`src/logic/txsc_pkg.sv`:
```
package txsc_pkg;
    // register port geometry
    localparam int TXSC_AW = 12;
    localparam int TXSC_DW = 32;
    localparam int TXSC_CW = 64;
    localparam int TXSC_LW = 16;
    // register indices (word addresses on the register port)
    localparam logic [11:0] TXSC_IDX_BCAST_LO = 12'h82E;
    localparam logic [11:0] TXSC_IDX_BCAST_HI = 12'h82F;
    localparam logic [11:0] TXSC_IDX_UCAST_LO = 12'h830;
    localparam logic [11:0] TXSC_IDX_UCAST_HI = 12'h831;
    localparam logic [11:0] TXSC_IDX_PAUSE_LO = 12'h832;
    localparam logic [11:0] TXSC_IDX_PAUSE_HI = 12'h833;
    localparam logic [11:0] TXSC_IDX_SHORT_LO = 12'h834;
    localparam logic [11:0] TXSC_IDX_SHORT_HI = 12'h835;
    localparam logic [11:0] TXSC_IDX_CONTROL = 12'h845;
    localparam logic [11:0] TXSC_IDX_STATE = 12'h846;
    localparam logic [11:0] TXSC_IDX_PAYLOAD_LO = 12'h860;
    localparam logic [11:0] TXSC_IDX_PAYLOAD_HI = 12'h861;
    localparam logic [11:0] TXSC_IDX_FRAME_LO = 12'h862;
    localparam logic [11:0] TXSC_IDX_FRAME_HI = 12'h863;
    // control register field positions
    localparam int TXSC_CFG_SHADOW = 2;
    localparam int TXSC_CFG_PARCLR = 1;
    localparam int TXSC_CFG_RSTALL = 0;
    // state register field positions
    localparam int TXSC_ST_PAUSED = 1;
    localparam int TXSC_ST_PARERR = 0;
    // counter slots
    localparam int TXSC_NUM_CNT = 5;
    localparam int TXSC_C_BCAST = 0;
    localparam int TXSC_C_UCAST = 1;
    localparam int TXSC_C_PAUSE = 2;
    localparam int TXSC_C_PAYLOAD = 3;
    localparam int TXSC_C_FRAME = 4;
    // frame length limits and tag sizes in bytes
    localparam logic [15:0] TXSC_MIN_LEN = 16'h0009;
    localparam logic [15:0] TXSC_PAD_LEN = 16'h0040;
    localparam logic [15:0] TXSC_VLAN_ONE = 16'h0004;
    localparam logic [15:0] TXSC_VLAN_TWO = 16'h0008;
    localparam logic [1:0] TXSC_TAG_ONE = 2'h1;
    localparam logic [1:0] TXSC_TAG_TWO = 2'h2;
    // values after reset, and the counter step of one
    localparam logic [63:0] TXSC_CNT_RST = 64'h0000000000000000;
    localparam logic [31:0] TXSC_WORD_ZERO = 32'h00000000;
    localparam logic [15:0] TXSC_LEN_ZERO = 16'h0000;
    localparam logic [63:0] TXSC_ONE = 64'h0000000000000001;
    // snapshot mode
    typedef enum logic [1:0] {
        TXSC_LIVE = 2'b01,
        TXSC_HELD = 2'b10
    } txsc_mode_t;
endpackage

```
`src/logic/txsc_top.sv`:
```
// Decided for this implementation: strobed register access.
`timescale 1ns/1ps
// Summary of operation
// count good broadcast control frames, 64 bits
// count good unicast control frames, 64 bits
// count good pause frames, 64 bits
// short frame counter halves read zero
// frames under nine bytes never sent
// frames of nine bytes up padded to 64
// shadow bit set shows captured snapshot
// live counters keep counting during snapshot
// software writes zero to release snapshot
// parity clear write clears error, self-clears
// reset-all write clears all counters, self-clears
// control bits 31 to 3 reserved
// paused flag follows shadow bit
// parity error flag sticky until cleared
// state bits 31 to 2 reserved
// sum good payload bytes, 64 bits
// vlan detect off adds 4 or 8 bytes
// sum good frame bytes, 64 bits
// low half even index, high next
// update once per finished frame
module txsc_top
    import txsc_pkg::*;
(
    // clock and reset
    input wire logic MCLK,
    input wire logic RST,
    // register port
    input wire logic [TXSC_AW-1:0] REG_ADDR,
    input wire logic [TXSC_DW-1:0] REG_WDATA,
    input wire logic REG_WR,
    input wire logic REG_RD,
    output logic [TXSC_DW-1:0] REG_RDATA,
    // per-frame report from the transmit path
    input wire logic FRAME_DONE,
    input wire logic FRAME_ERR,
    input wire logic FRAME_CTRL,
    input wire logic FRAME_BCAST,
    input wire logic FRAME_UCAST,
    input wire logic FRAME_PAUSE,
    input wire logic [TXSC_LW-1:0] FRAME_LEN,
    input wire logic [TXSC_LW-1:0] FRAME_PAYLOAD_LEN,
    input wire logic [1:0] FRAME_TAGS,
    // vlan detection off setting of the transmit mac
    input wire logic VLAN_DETECT_OFF,
    // length decision back to the transmit path
    output logic FRAME_REJECT,
    output logic [TXSC_LW-1:0] FRAME_SENT_LEN
);

    // even parity of a counter word
    function automatic logic par_of(input logic [63:0] v);
        par_of = ^v;
    endfunction

    // pick one 32-bit half of a 64-bit value
    function automatic logic [31:0] half_of(input logic [63:0] v,
                                            input logic hi);
        half_of = hi ? v[63:32] : v[31:0];
    endfunction

    // widen a byte count to counter width
    function automatic logic [63:0] wide(input logic [15:0] v);
        wide = {48'h000000000000, v};
    endfunction

    // counter state
    logic [63:0] cnt [TXSC_NUM_CNT]; // live counters
    logic [63:0] next_cnt [TXSC_NUM_CNT];
    logic par [TXSC_NUM_CNT]; // stored parity per counter
    logic next_par [TXSC_NUM_CNT];
    logic [63:0] snap [TXSC_NUM_CNT]; // frozen copy for software
    logic [63:0] next_snap [TXSC_NUM_CNT];
    // control and status state
    txsc_mode_t mode; // live or snapshot shown
    txsc_mode_t next_mode;
    logic par_err; // sticky parity error flag
    logic next_par_err;
    logic [31:0] rdata; // read data register
    logic [31:0] next_rdata;
    logic reject; // short frame refused
    logic next_reject;
    logic [15:0] sent_len; // length after padding
    logic [15:0] next_sent_len;

    // decoded strobes and frame qualifiers
    logic cfg_wr; // write to control register
    logic rst_all; // reset-all request this cycle
    logic par_clr; // parity clear request this cycle
    logic shadow_req; // shadow bit value being written
    logic long_enough; // frame reaches the minimum length
    logic good; // finished frame with no error, at least the minimum length
    logic [15:0] pad_len; // frame length after padding
    logic [15:0] tag_bytes; // vlan bytes to count as payload
    logic [63:0] add [TXSC_NUM_CNT]; // amount per counter
    logic inc [TXSC_NUM_CNT]; // counter update this cycle
    logic par_bad; // any stored parity mismatch
    logic [63:0] shown [TXSC_NUM_CNT]; // values seen by reads

    // control writes act in the write cycle; the two action bits are
    // never stored, so they read back as zero (self-clearing)
    assign cfg_wr = REG_WR && (REG_ADDR == TXSC_IDX_CONTROL);
    assign rst_all = cfg_wr && REG_WDATA[TXSC_CFG_RSTALL];
    assign par_clr = cfg_wr && REG_WDATA[TXSC_CFG_PARCLR];
    assign shadow_req = REG_WDATA[TXSC_CFG_SHADOW];

    // frame qualification, all decided on the done pulse
    assign long_enough = (FRAME_LEN >= TXSC_MIN_LEN);
    assign good = FRAME_DONE && !FRAME_ERR && long_enough;
    // short frames of legal length go out padded to the minimum
    assign pad_len = (FRAME_LEN < TXSC_PAD_LEN) ? TXSC_PAD_LEN
                                                : FRAME_LEN;

    // vlan header bytes count as payload only with detection off
    always_comb begin
        tag_bytes = TXSC_LEN_ZERO;
        if (VLAN_DETECT_OFF) begin
            if (FRAME_TAGS == TXSC_TAG_ONE) begin
                tag_bytes = TXSC_VLAN_ONE;
            end else if (FRAME_TAGS == TXSC_TAG_TWO) begin
                tag_bytes = TXSC_VLAN_TWO;
            end
        end
    end

    // per-counter increment and amount
    always_comb begin
        inc[TXSC_C_BCAST] = good && FRAME_CTRL && FRAME_BCAST;
        inc[TXSC_C_UCAST] = good && FRAME_CTRL && FRAME_UCAST;
        inc[TXSC_C_PAUSE] = good && FRAME_PAUSE;
        inc[TXSC_C_PAYLOAD] = good;
        inc[TXSC_C_FRAME] = good;
        add[TXSC_C_BCAST] = TXSC_ONE;
        add[TXSC_C_UCAST] = TXSC_ONE;
        add[TXSC_C_PAUSE] = TXSC_ONE;
        add[TXSC_C_PAYLOAD] = wide(FRAME_PAYLOAD_LEN)
                            + wide(tag_bytes);
        add[TXSC_C_FRAME] = wide(pad_len);
    end

    // parity check runs every cycle against the stored bits
    always_comb begin
        par_bad = 1'b0;
        for (int i = 0; i < TXSC_NUM_CNT; i++) begin
            par_bad = par_bad | (par_of(cnt[i]) ^ par[i]);
        end
    end

    // counters: reset-all beats a same-cycle event, since software
    // asked for a clean start at that instant
    always_comb begin
        for (int i = 0; i < TXSC_NUM_CNT; i++) begin
            next_cnt[i] = cnt[i];
            next_par[i] = par[i];
            if (rst_all) begin
                next_cnt[i] = TXSC_CNT_RST;
                next_par[i] = 1'b0;
            end else if (inc[i]) begin
                // keeps counting whatever the snapshot mode
                next_cnt[i] = cnt[i] + add[i];
                next_par[i] = par_of(cnt[i] + add[i]);
            end
        end
    end

    // counter registers
    always_ff @(posedge MCLK or posedge RST) begin
        if (RST) begin
            for (int i = 0; i < TXSC_NUM_CNT; i++) begin
                cnt[i] <= TXSC_CNT_RST;
                par[i] <= 1'b0;
            end
        end else begin
            for (int i = 0; i < TXSC_NUM_CNT; i++) begin
                cnt[i] <= next_cnt[i];
                par[i] <= next_par[i];
            end
        end
    end

    // snapshot mode: capture on entry, hold until software writes 0
    always_comb begin
        next_mode = mode;
        for (int i = 0; i < TXSC_NUM_CNT; i++) begin
            next_snap[i] = snap[i];
        end
        case (mode)
            TXSC_LIVE: begin
                if (cfg_wr && shadow_req) begin
                    next_mode = TXSC_HELD;
                    for (int i = 0; i < TXSC_NUM_CNT; i++) begin
                        // values as they stand at the write
                        next_snap[i] = cnt[i];
                    end
                end
            end
            TXSC_HELD: begin
                if (cfg_wr && !shadow_req) begin
                    next_mode = TXSC_LIVE;
                end
            end
            default: begin
                next_mode = TXSC_LIVE;
            end
        endcase
    end

    // snapshot registers
    always_ff @(posedge MCLK or posedge RST) begin
        if (RST) begin
            mode <= TXSC_LIVE;
            for (int i = 0; i < TXSC_NUM_CNT; i++) begin
                snap[i] <= TXSC_CNT_RST;
            end
        end else begin
            mode <= next_mode;
            for (int i = 0; i < TXSC_NUM_CNT; i++) begin
                snap[i] <= next_snap[i];
            end
        end
    end

    // reads see the snapshot while held, the live count otherwise
    always_comb begin
        for (int i = 0; i < TXSC_NUM_CNT; i++) begin
            shown[i] = (mode == TXSC_HELD) ? snap[i] : cnt[i];
        end
    end

    // sticky parity flag: a new error wins over a same-cycle clear
    always_comb begin
        next_par_err = par_err;
        if (par_clr) begin
            next_par_err = 1'b0;
        end
        if (par_bad) begin
            next_par_err = 1'b1;
        end
    end

    // read mux; data is valid only in the cycle after the strobe
    always_comb begin
        next_rdata = TXSC_WORD_ZERO;
        if (REG_RD) begin
            case (REG_ADDR)
                TXSC_IDX_BCAST_LO, TXSC_IDX_BCAST_HI: begin
                    next_rdata = half_of(shown[TXSC_C_BCAST],
                                         REG_ADDR[0]);
                end
                TXSC_IDX_UCAST_LO, TXSC_IDX_UCAST_HI: begin
                    next_rdata = half_of(shown[TXSC_C_UCAST],
                                         REG_ADDR[0]);
                end
                TXSC_IDX_PAUSE_LO, TXSC_IDX_PAUSE_HI: begin
                    next_rdata = half_of(shown[TXSC_C_PAUSE],
                                         REG_ADDR[0]);
                end
                TXSC_IDX_SHORT_LO, TXSC_IDX_SHORT_HI: begin
                    // nothing short ever leaves, so nothing to count
                    next_rdata = TXSC_WORD_ZERO;
                end
                TXSC_IDX_CONTROL: begin
                    // only the shadow bit is stored; upper bits zero
                    next_rdata[TXSC_CFG_SHADOW] =
                        (mode == TXSC_HELD);
                end
                TXSC_IDX_STATE: begin
                    next_rdata[TXSC_ST_PAUSED] =
                        (mode == TXSC_HELD);
                    next_rdata[TXSC_ST_PARERR] = par_err;
                end
                TXSC_IDX_PAYLOAD_LO, TXSC_IDX_PAYLOAD_HI: begin
                    next_rdata = half_of(shown[TXSC_C_PAYLOAD],
                                         REG_ADDR[0]);
                end
                TXSC_IDX_FRAME_LO, TXSC_IDX_FRAME_HI: begin
                    next_rdata = half_of(shown[TXSC_C_FRAME],
                                         REG_ADDR[0]);
                end
                default: begin
                    // unmapped and reserved indices read zero
                    next_rdata = TXSC_WORD_ZERO;
                end
            endcase
        end
    end

    // length decision reported back for each finished frame
    always_comb begin
        next_reject = FRAME_DONE && !long_enough;
        next_sent_len = sent_len;
        if (FRAME_DONE && long_enough) begin
            next_sent_len = pad_len;
        end
    end

    // status, read and length registers
    always_ff @(posedge MCLK or posedge RST) begin
        if (RST) begin
            par_err <= 1'b0;
            rdata <= TXSC_WORD_ZERO;
            reject <= 1'b0;
            sent_len <= TXSC_LEN_ZERO;
        end else begin
            par_err <= next_par_err;
            rdata <= next_rdata;
            reject <= next_reject;
            sent_len <= next_sent_len;
        end
    end

    assign REG_RDATA = rdata;
    assign FRAME_REJECT = reject;
    assign FRAME_SENT_LEN = sent_len;
endmodule // txsc_top
```
`config.mk`:
```
export PLATFORM = sky130hd
export DESIGN_NAME = txsc_top
export DESIGN_NICKNAME = d
export VERILOG_FILES = /design/src/logic/txsc_pkg.sv /design/src/logic/txsc_top.sv
export SDC_FILE = /design/constraint.sdc
export NUM_CORES = 2
export LEC_CHECK = 0
export ABC_AREA = 1
export BUFFER_PORTS_ARGS = -buffer_cell sky130_fd_sc_hd__buf_2
export CAP_MARGIN = 20
export CORE_MARGIN = 4
export CORE_UTILIZATION = 43
export CTS_BUF_LIST = sky130_fd_sc_hd__clkbuf_2
export CTS_CLUSTER_DIAMETER = 30
export DETAILED_ROUTE_END_ITERATION = 10
export PLACE_DENSITY = 0.57
export SYNTH_ARGS = -nofsm -noshare
export SYNTH_HDL_FRONTEND = slang
export SYNTH_SLANG_ARGS = --single-unit
```
`constraint.sdc`:
```
create_clock -name MCLK -period 36.1 [get_ports MCLK]
set_clock_uncertainty 0.1 [all_clocks]
set_input_delay 7.22 -clock MCLK [delete_from_list [all_inputs] [get_ports MCLK]]
set_output_delay 7.22 -clock MCLK [all_outputs]
set_load 0.02 [all_outputs]
```
==> results.toml <==
[final_layout]
syn_to_final_growth_pct = 8.02
layout-drive-gt1-share_pct = 7.51
fillers = 12625
layout_common_cells = "nand2_1, inv_1, o21ai_0, dfrtp_1, nor2_1"
stdcell_area_mm2 = 0.0558
nets = 8130
final_common_cell = "nand2_1"

[worst_setup_path]
path_max_fanout = 62
crit_top_cell = "nor2_1"
end_kind = "register"
slowest_delay_ns = 0.85
slowest_stage = "inv_2"
path_class = "primary input to register"
cp_cell_sequence = "buf_2 -> nor2_1 -> nand4_1 -> nor2_1 -> inv_1 -> nor4_1 -> nor2_1 -> inv_2 -> nor2_1 -> inv_1 -> nor2_2 -> inv_4 -> nor2_4 -> inv_2 -> o22ai_1"
cp.required_ns = 37.44
start_kind = "primary input"
cp.buffers_inverters = 6
worst_ep_arrival_time_ns = 11.36
critPathTopFamily = "buffers and inverters"
rrSetupSlack_ns = 31.37

[clock_tree]
postCtsResizedCells = 0
cts_setup_buffers = 0
cts_tree = "done"
ctsRootBufferMaster = "clkbuf_2"
clock_latency_ns = 1.65
clock_path_buffers = 3
numCtsBuffers = 220
clk_pin_slew_worst_paths_ns = 0.09
hold_buffers = 0
cts.sinks = 697
htreeDepth = 4

[yosys]
synth_edf_count = 0
ys_ff_latch = 697
synth-seq-area-share_pct = 33.8
avgSynthCellArea_um2 = 6.67
yosysWarnings = 0
synthArstFlopShare_pct = 100
synth_area_mm2 = 0.0516
synth_ff_type = "dfrtp_1"
syn_nets = 8014
syn_inst = 7737
synth.distinct_cells = 47

[floorplanning]
start_util_pct = 43.5
dieArea_mm2 = 0.126
die_y_um = 355
fp.coreArea_mm2 = 0.119
ios = 138
die_x_um = 355
rows = 126

[sta]
max-slew-margin-rel_pct = 22.9
fin_tns_setup_ns = 0
drv_slew = 0
min_period_ns = 10.02
timing.final.crit_share_pct = 27.8
finalHoldViolCount = 0
setup_slack_ns = 26.08
setup_viol_count_final = 0
rsz0062_at_grt = "false"
fmax_mhz = 99.8
worst_pin_slew_ns = 1.14

[global_routing]
grt_pass1_wl_mm = 299
grt-busiest-layer = "met2"
overflow = 0
grt_max_degree = 169
grt_pass1_vias = 48847
grt_util_met3_pct = 6.14
antenna_found_initial = 11
grtUsageMet1_pct = 43.1
gr-usage-met2_pct = 47.7
grtUsageTotal_pct = 30.8

[flow_run]
cap_viol_max_count = 0

[placed_design]
routabilityCongestion = 0.987
place.port_buffers = 108
place_ws_ns = 24.48
placed_cell_area_mm2 = 0.0536
dp_hpwl_mm = 152

[route]
routed_wl_mm = 198
vias = 52456
viasPerCell = 5.44
wire_per_inst_um = 20.5
drc = 0
drt_iter0_markers = 5000
first_pass_iters = 6
final_antenna_net_count = 0

[power_and_ir_drop]
power.total_uw = 4260
p_per_area_mw_per_mm2 = 76.4
ir_worst_vdd_v = 0.0000764
leakage_uw = 0.0277

[run_status]
status = "finished clean"

[hold_path]
hold_class = "register to register"
==> per-layer routing <==
metal | vias up | part of all wire, %
met4 | 4 | 3.2
met3 | 278 | 7.5
li1 | 25530 | -
met1 | 24868 | 45
met2 | 1776 | 44
met5 | - | 0.014
==> layout make-up <==
cell class	count	area, um2	share of cell area [%]
Sequential cell	697	17400	31.3
Tap cell	1600	2000	3.59
Clock inverter	95	574	1.03
Antenna cell	7	17.5	0.0314
Timing Repair Buffer	165	1020	1.83
Clock buffer	304	1520	2.73
Inverter	862	3270	5.86
Multi-Input combinational cell	5907	29900	53.7
==> flip-flops by register name, indices dropped and copies added, names as in the netlist <==
signal,flops
mode,2
REG_RDATA,32
FRAME_SENT_LEN,16
cnt,320
par,5
snap,320
par_err,1
FRAME_REJECT,1
==> worst min-delay path, cell delays in order, from the launching register on <==
cell and delay (ns):
dfrtp_1 0.34, nand2_1 0.05, nand2_1 0.05
==> cells in the mapped netlist, types with 8 or more instances <==
library cell | instances | area share (%)
a21oi_1 | 187 | 1.8
a221oi_1 | 31 | 0.53
a22o_1 | 14 | 0.24
buf_1 | 22 | 0.16
buf_2 | 38 | 0.37
clkbuf_1 | 208 | 1.5
dfrtp_1 | 696 | 34
ha_1 | 184 | 4.5
inv_1 | 852 | 6.2
inv_2 | 10 | 0.073
nand2_1 | 2535 | 18
nand2_2 | 14 | 0.17
nand3_1 | 476 | 4.6
nand3_2 | 8 | 0.16
nand3b_1 | 9 | 0.13
nand4_1 | 98 | 1.2
nor2_1 | 551 | 4.0
nor2_2 | 18 | 0.22
nor2_4 | 9 | 0.20
nor3_1 | 98 | 0.95
nor3b_1 | 10 | 0.15
nor4_1 | 10 | 0.12
o21ai_0 | 831 | 8.1
o21ai_1 | 48 | 0.47
o22ai_1 | 259 | 3.1
or2_2 | 13 | 0.16
xnor2_1 | 176 | 3.0
xor2_1 | 286 | 4.9
==> worst paths after layout <==
check	from	depth (start not counted)	to
min in group asynchronous	RST	2	snap[0]
setup reg to reg	mode[0]	11	REG_RDATA[5]
hold reg to reg	FRAME_SENT_LEN[10]	2	FRAME_SENT_LEN[10]
hold / removal	FRAME_SENT_LEN[10]	2	FRAME_SENT_LEN[10]
max in group asynchronous	RST	6	cnt[191]
setup / recovery	FRAME_LEN[14]	15	cnt[155]
==> metrics by stage <==
step,util (%),cells,hold slack (ns)
final,47.0,9637,0.369
after global routing,47.0,9636,0.391
after CTS,46.9,9628,0.372
after detailed placement,45.2,9229,0.353
after global placement,45.1,9227,0.352
after floorplan,-,7737,0.348
==> logic make-up (layout without fill, tap and decap cells) <==
family                   after synthesis  count (layout)  synth area share (%)
AND/OR/NAND/NOR                     3871            3871                  30.9
XOR/XNOR                             467             467                  7.99
other                                  0               7                     0
adder cells (fa/ha/maj)              188             188                  4.61
buffers and inverters               1133            1426                  8.36
flip-flops                           697             697                  33.8
AO/OA/AOI/OAI                       1381            1381                  14.4
==> report_power, final <==
| part | switching (uW) | leakage [uW] | internal (uW) |
|---|---|---|---|
| Sequential | 178 | 0.00926 | 888 |
| Clock | 393 | 0.00154 | 277 |
| Combinational | 1670 | 0.0169 | 855 |
No activity file was read; power rests on OpenSTA's default activity.
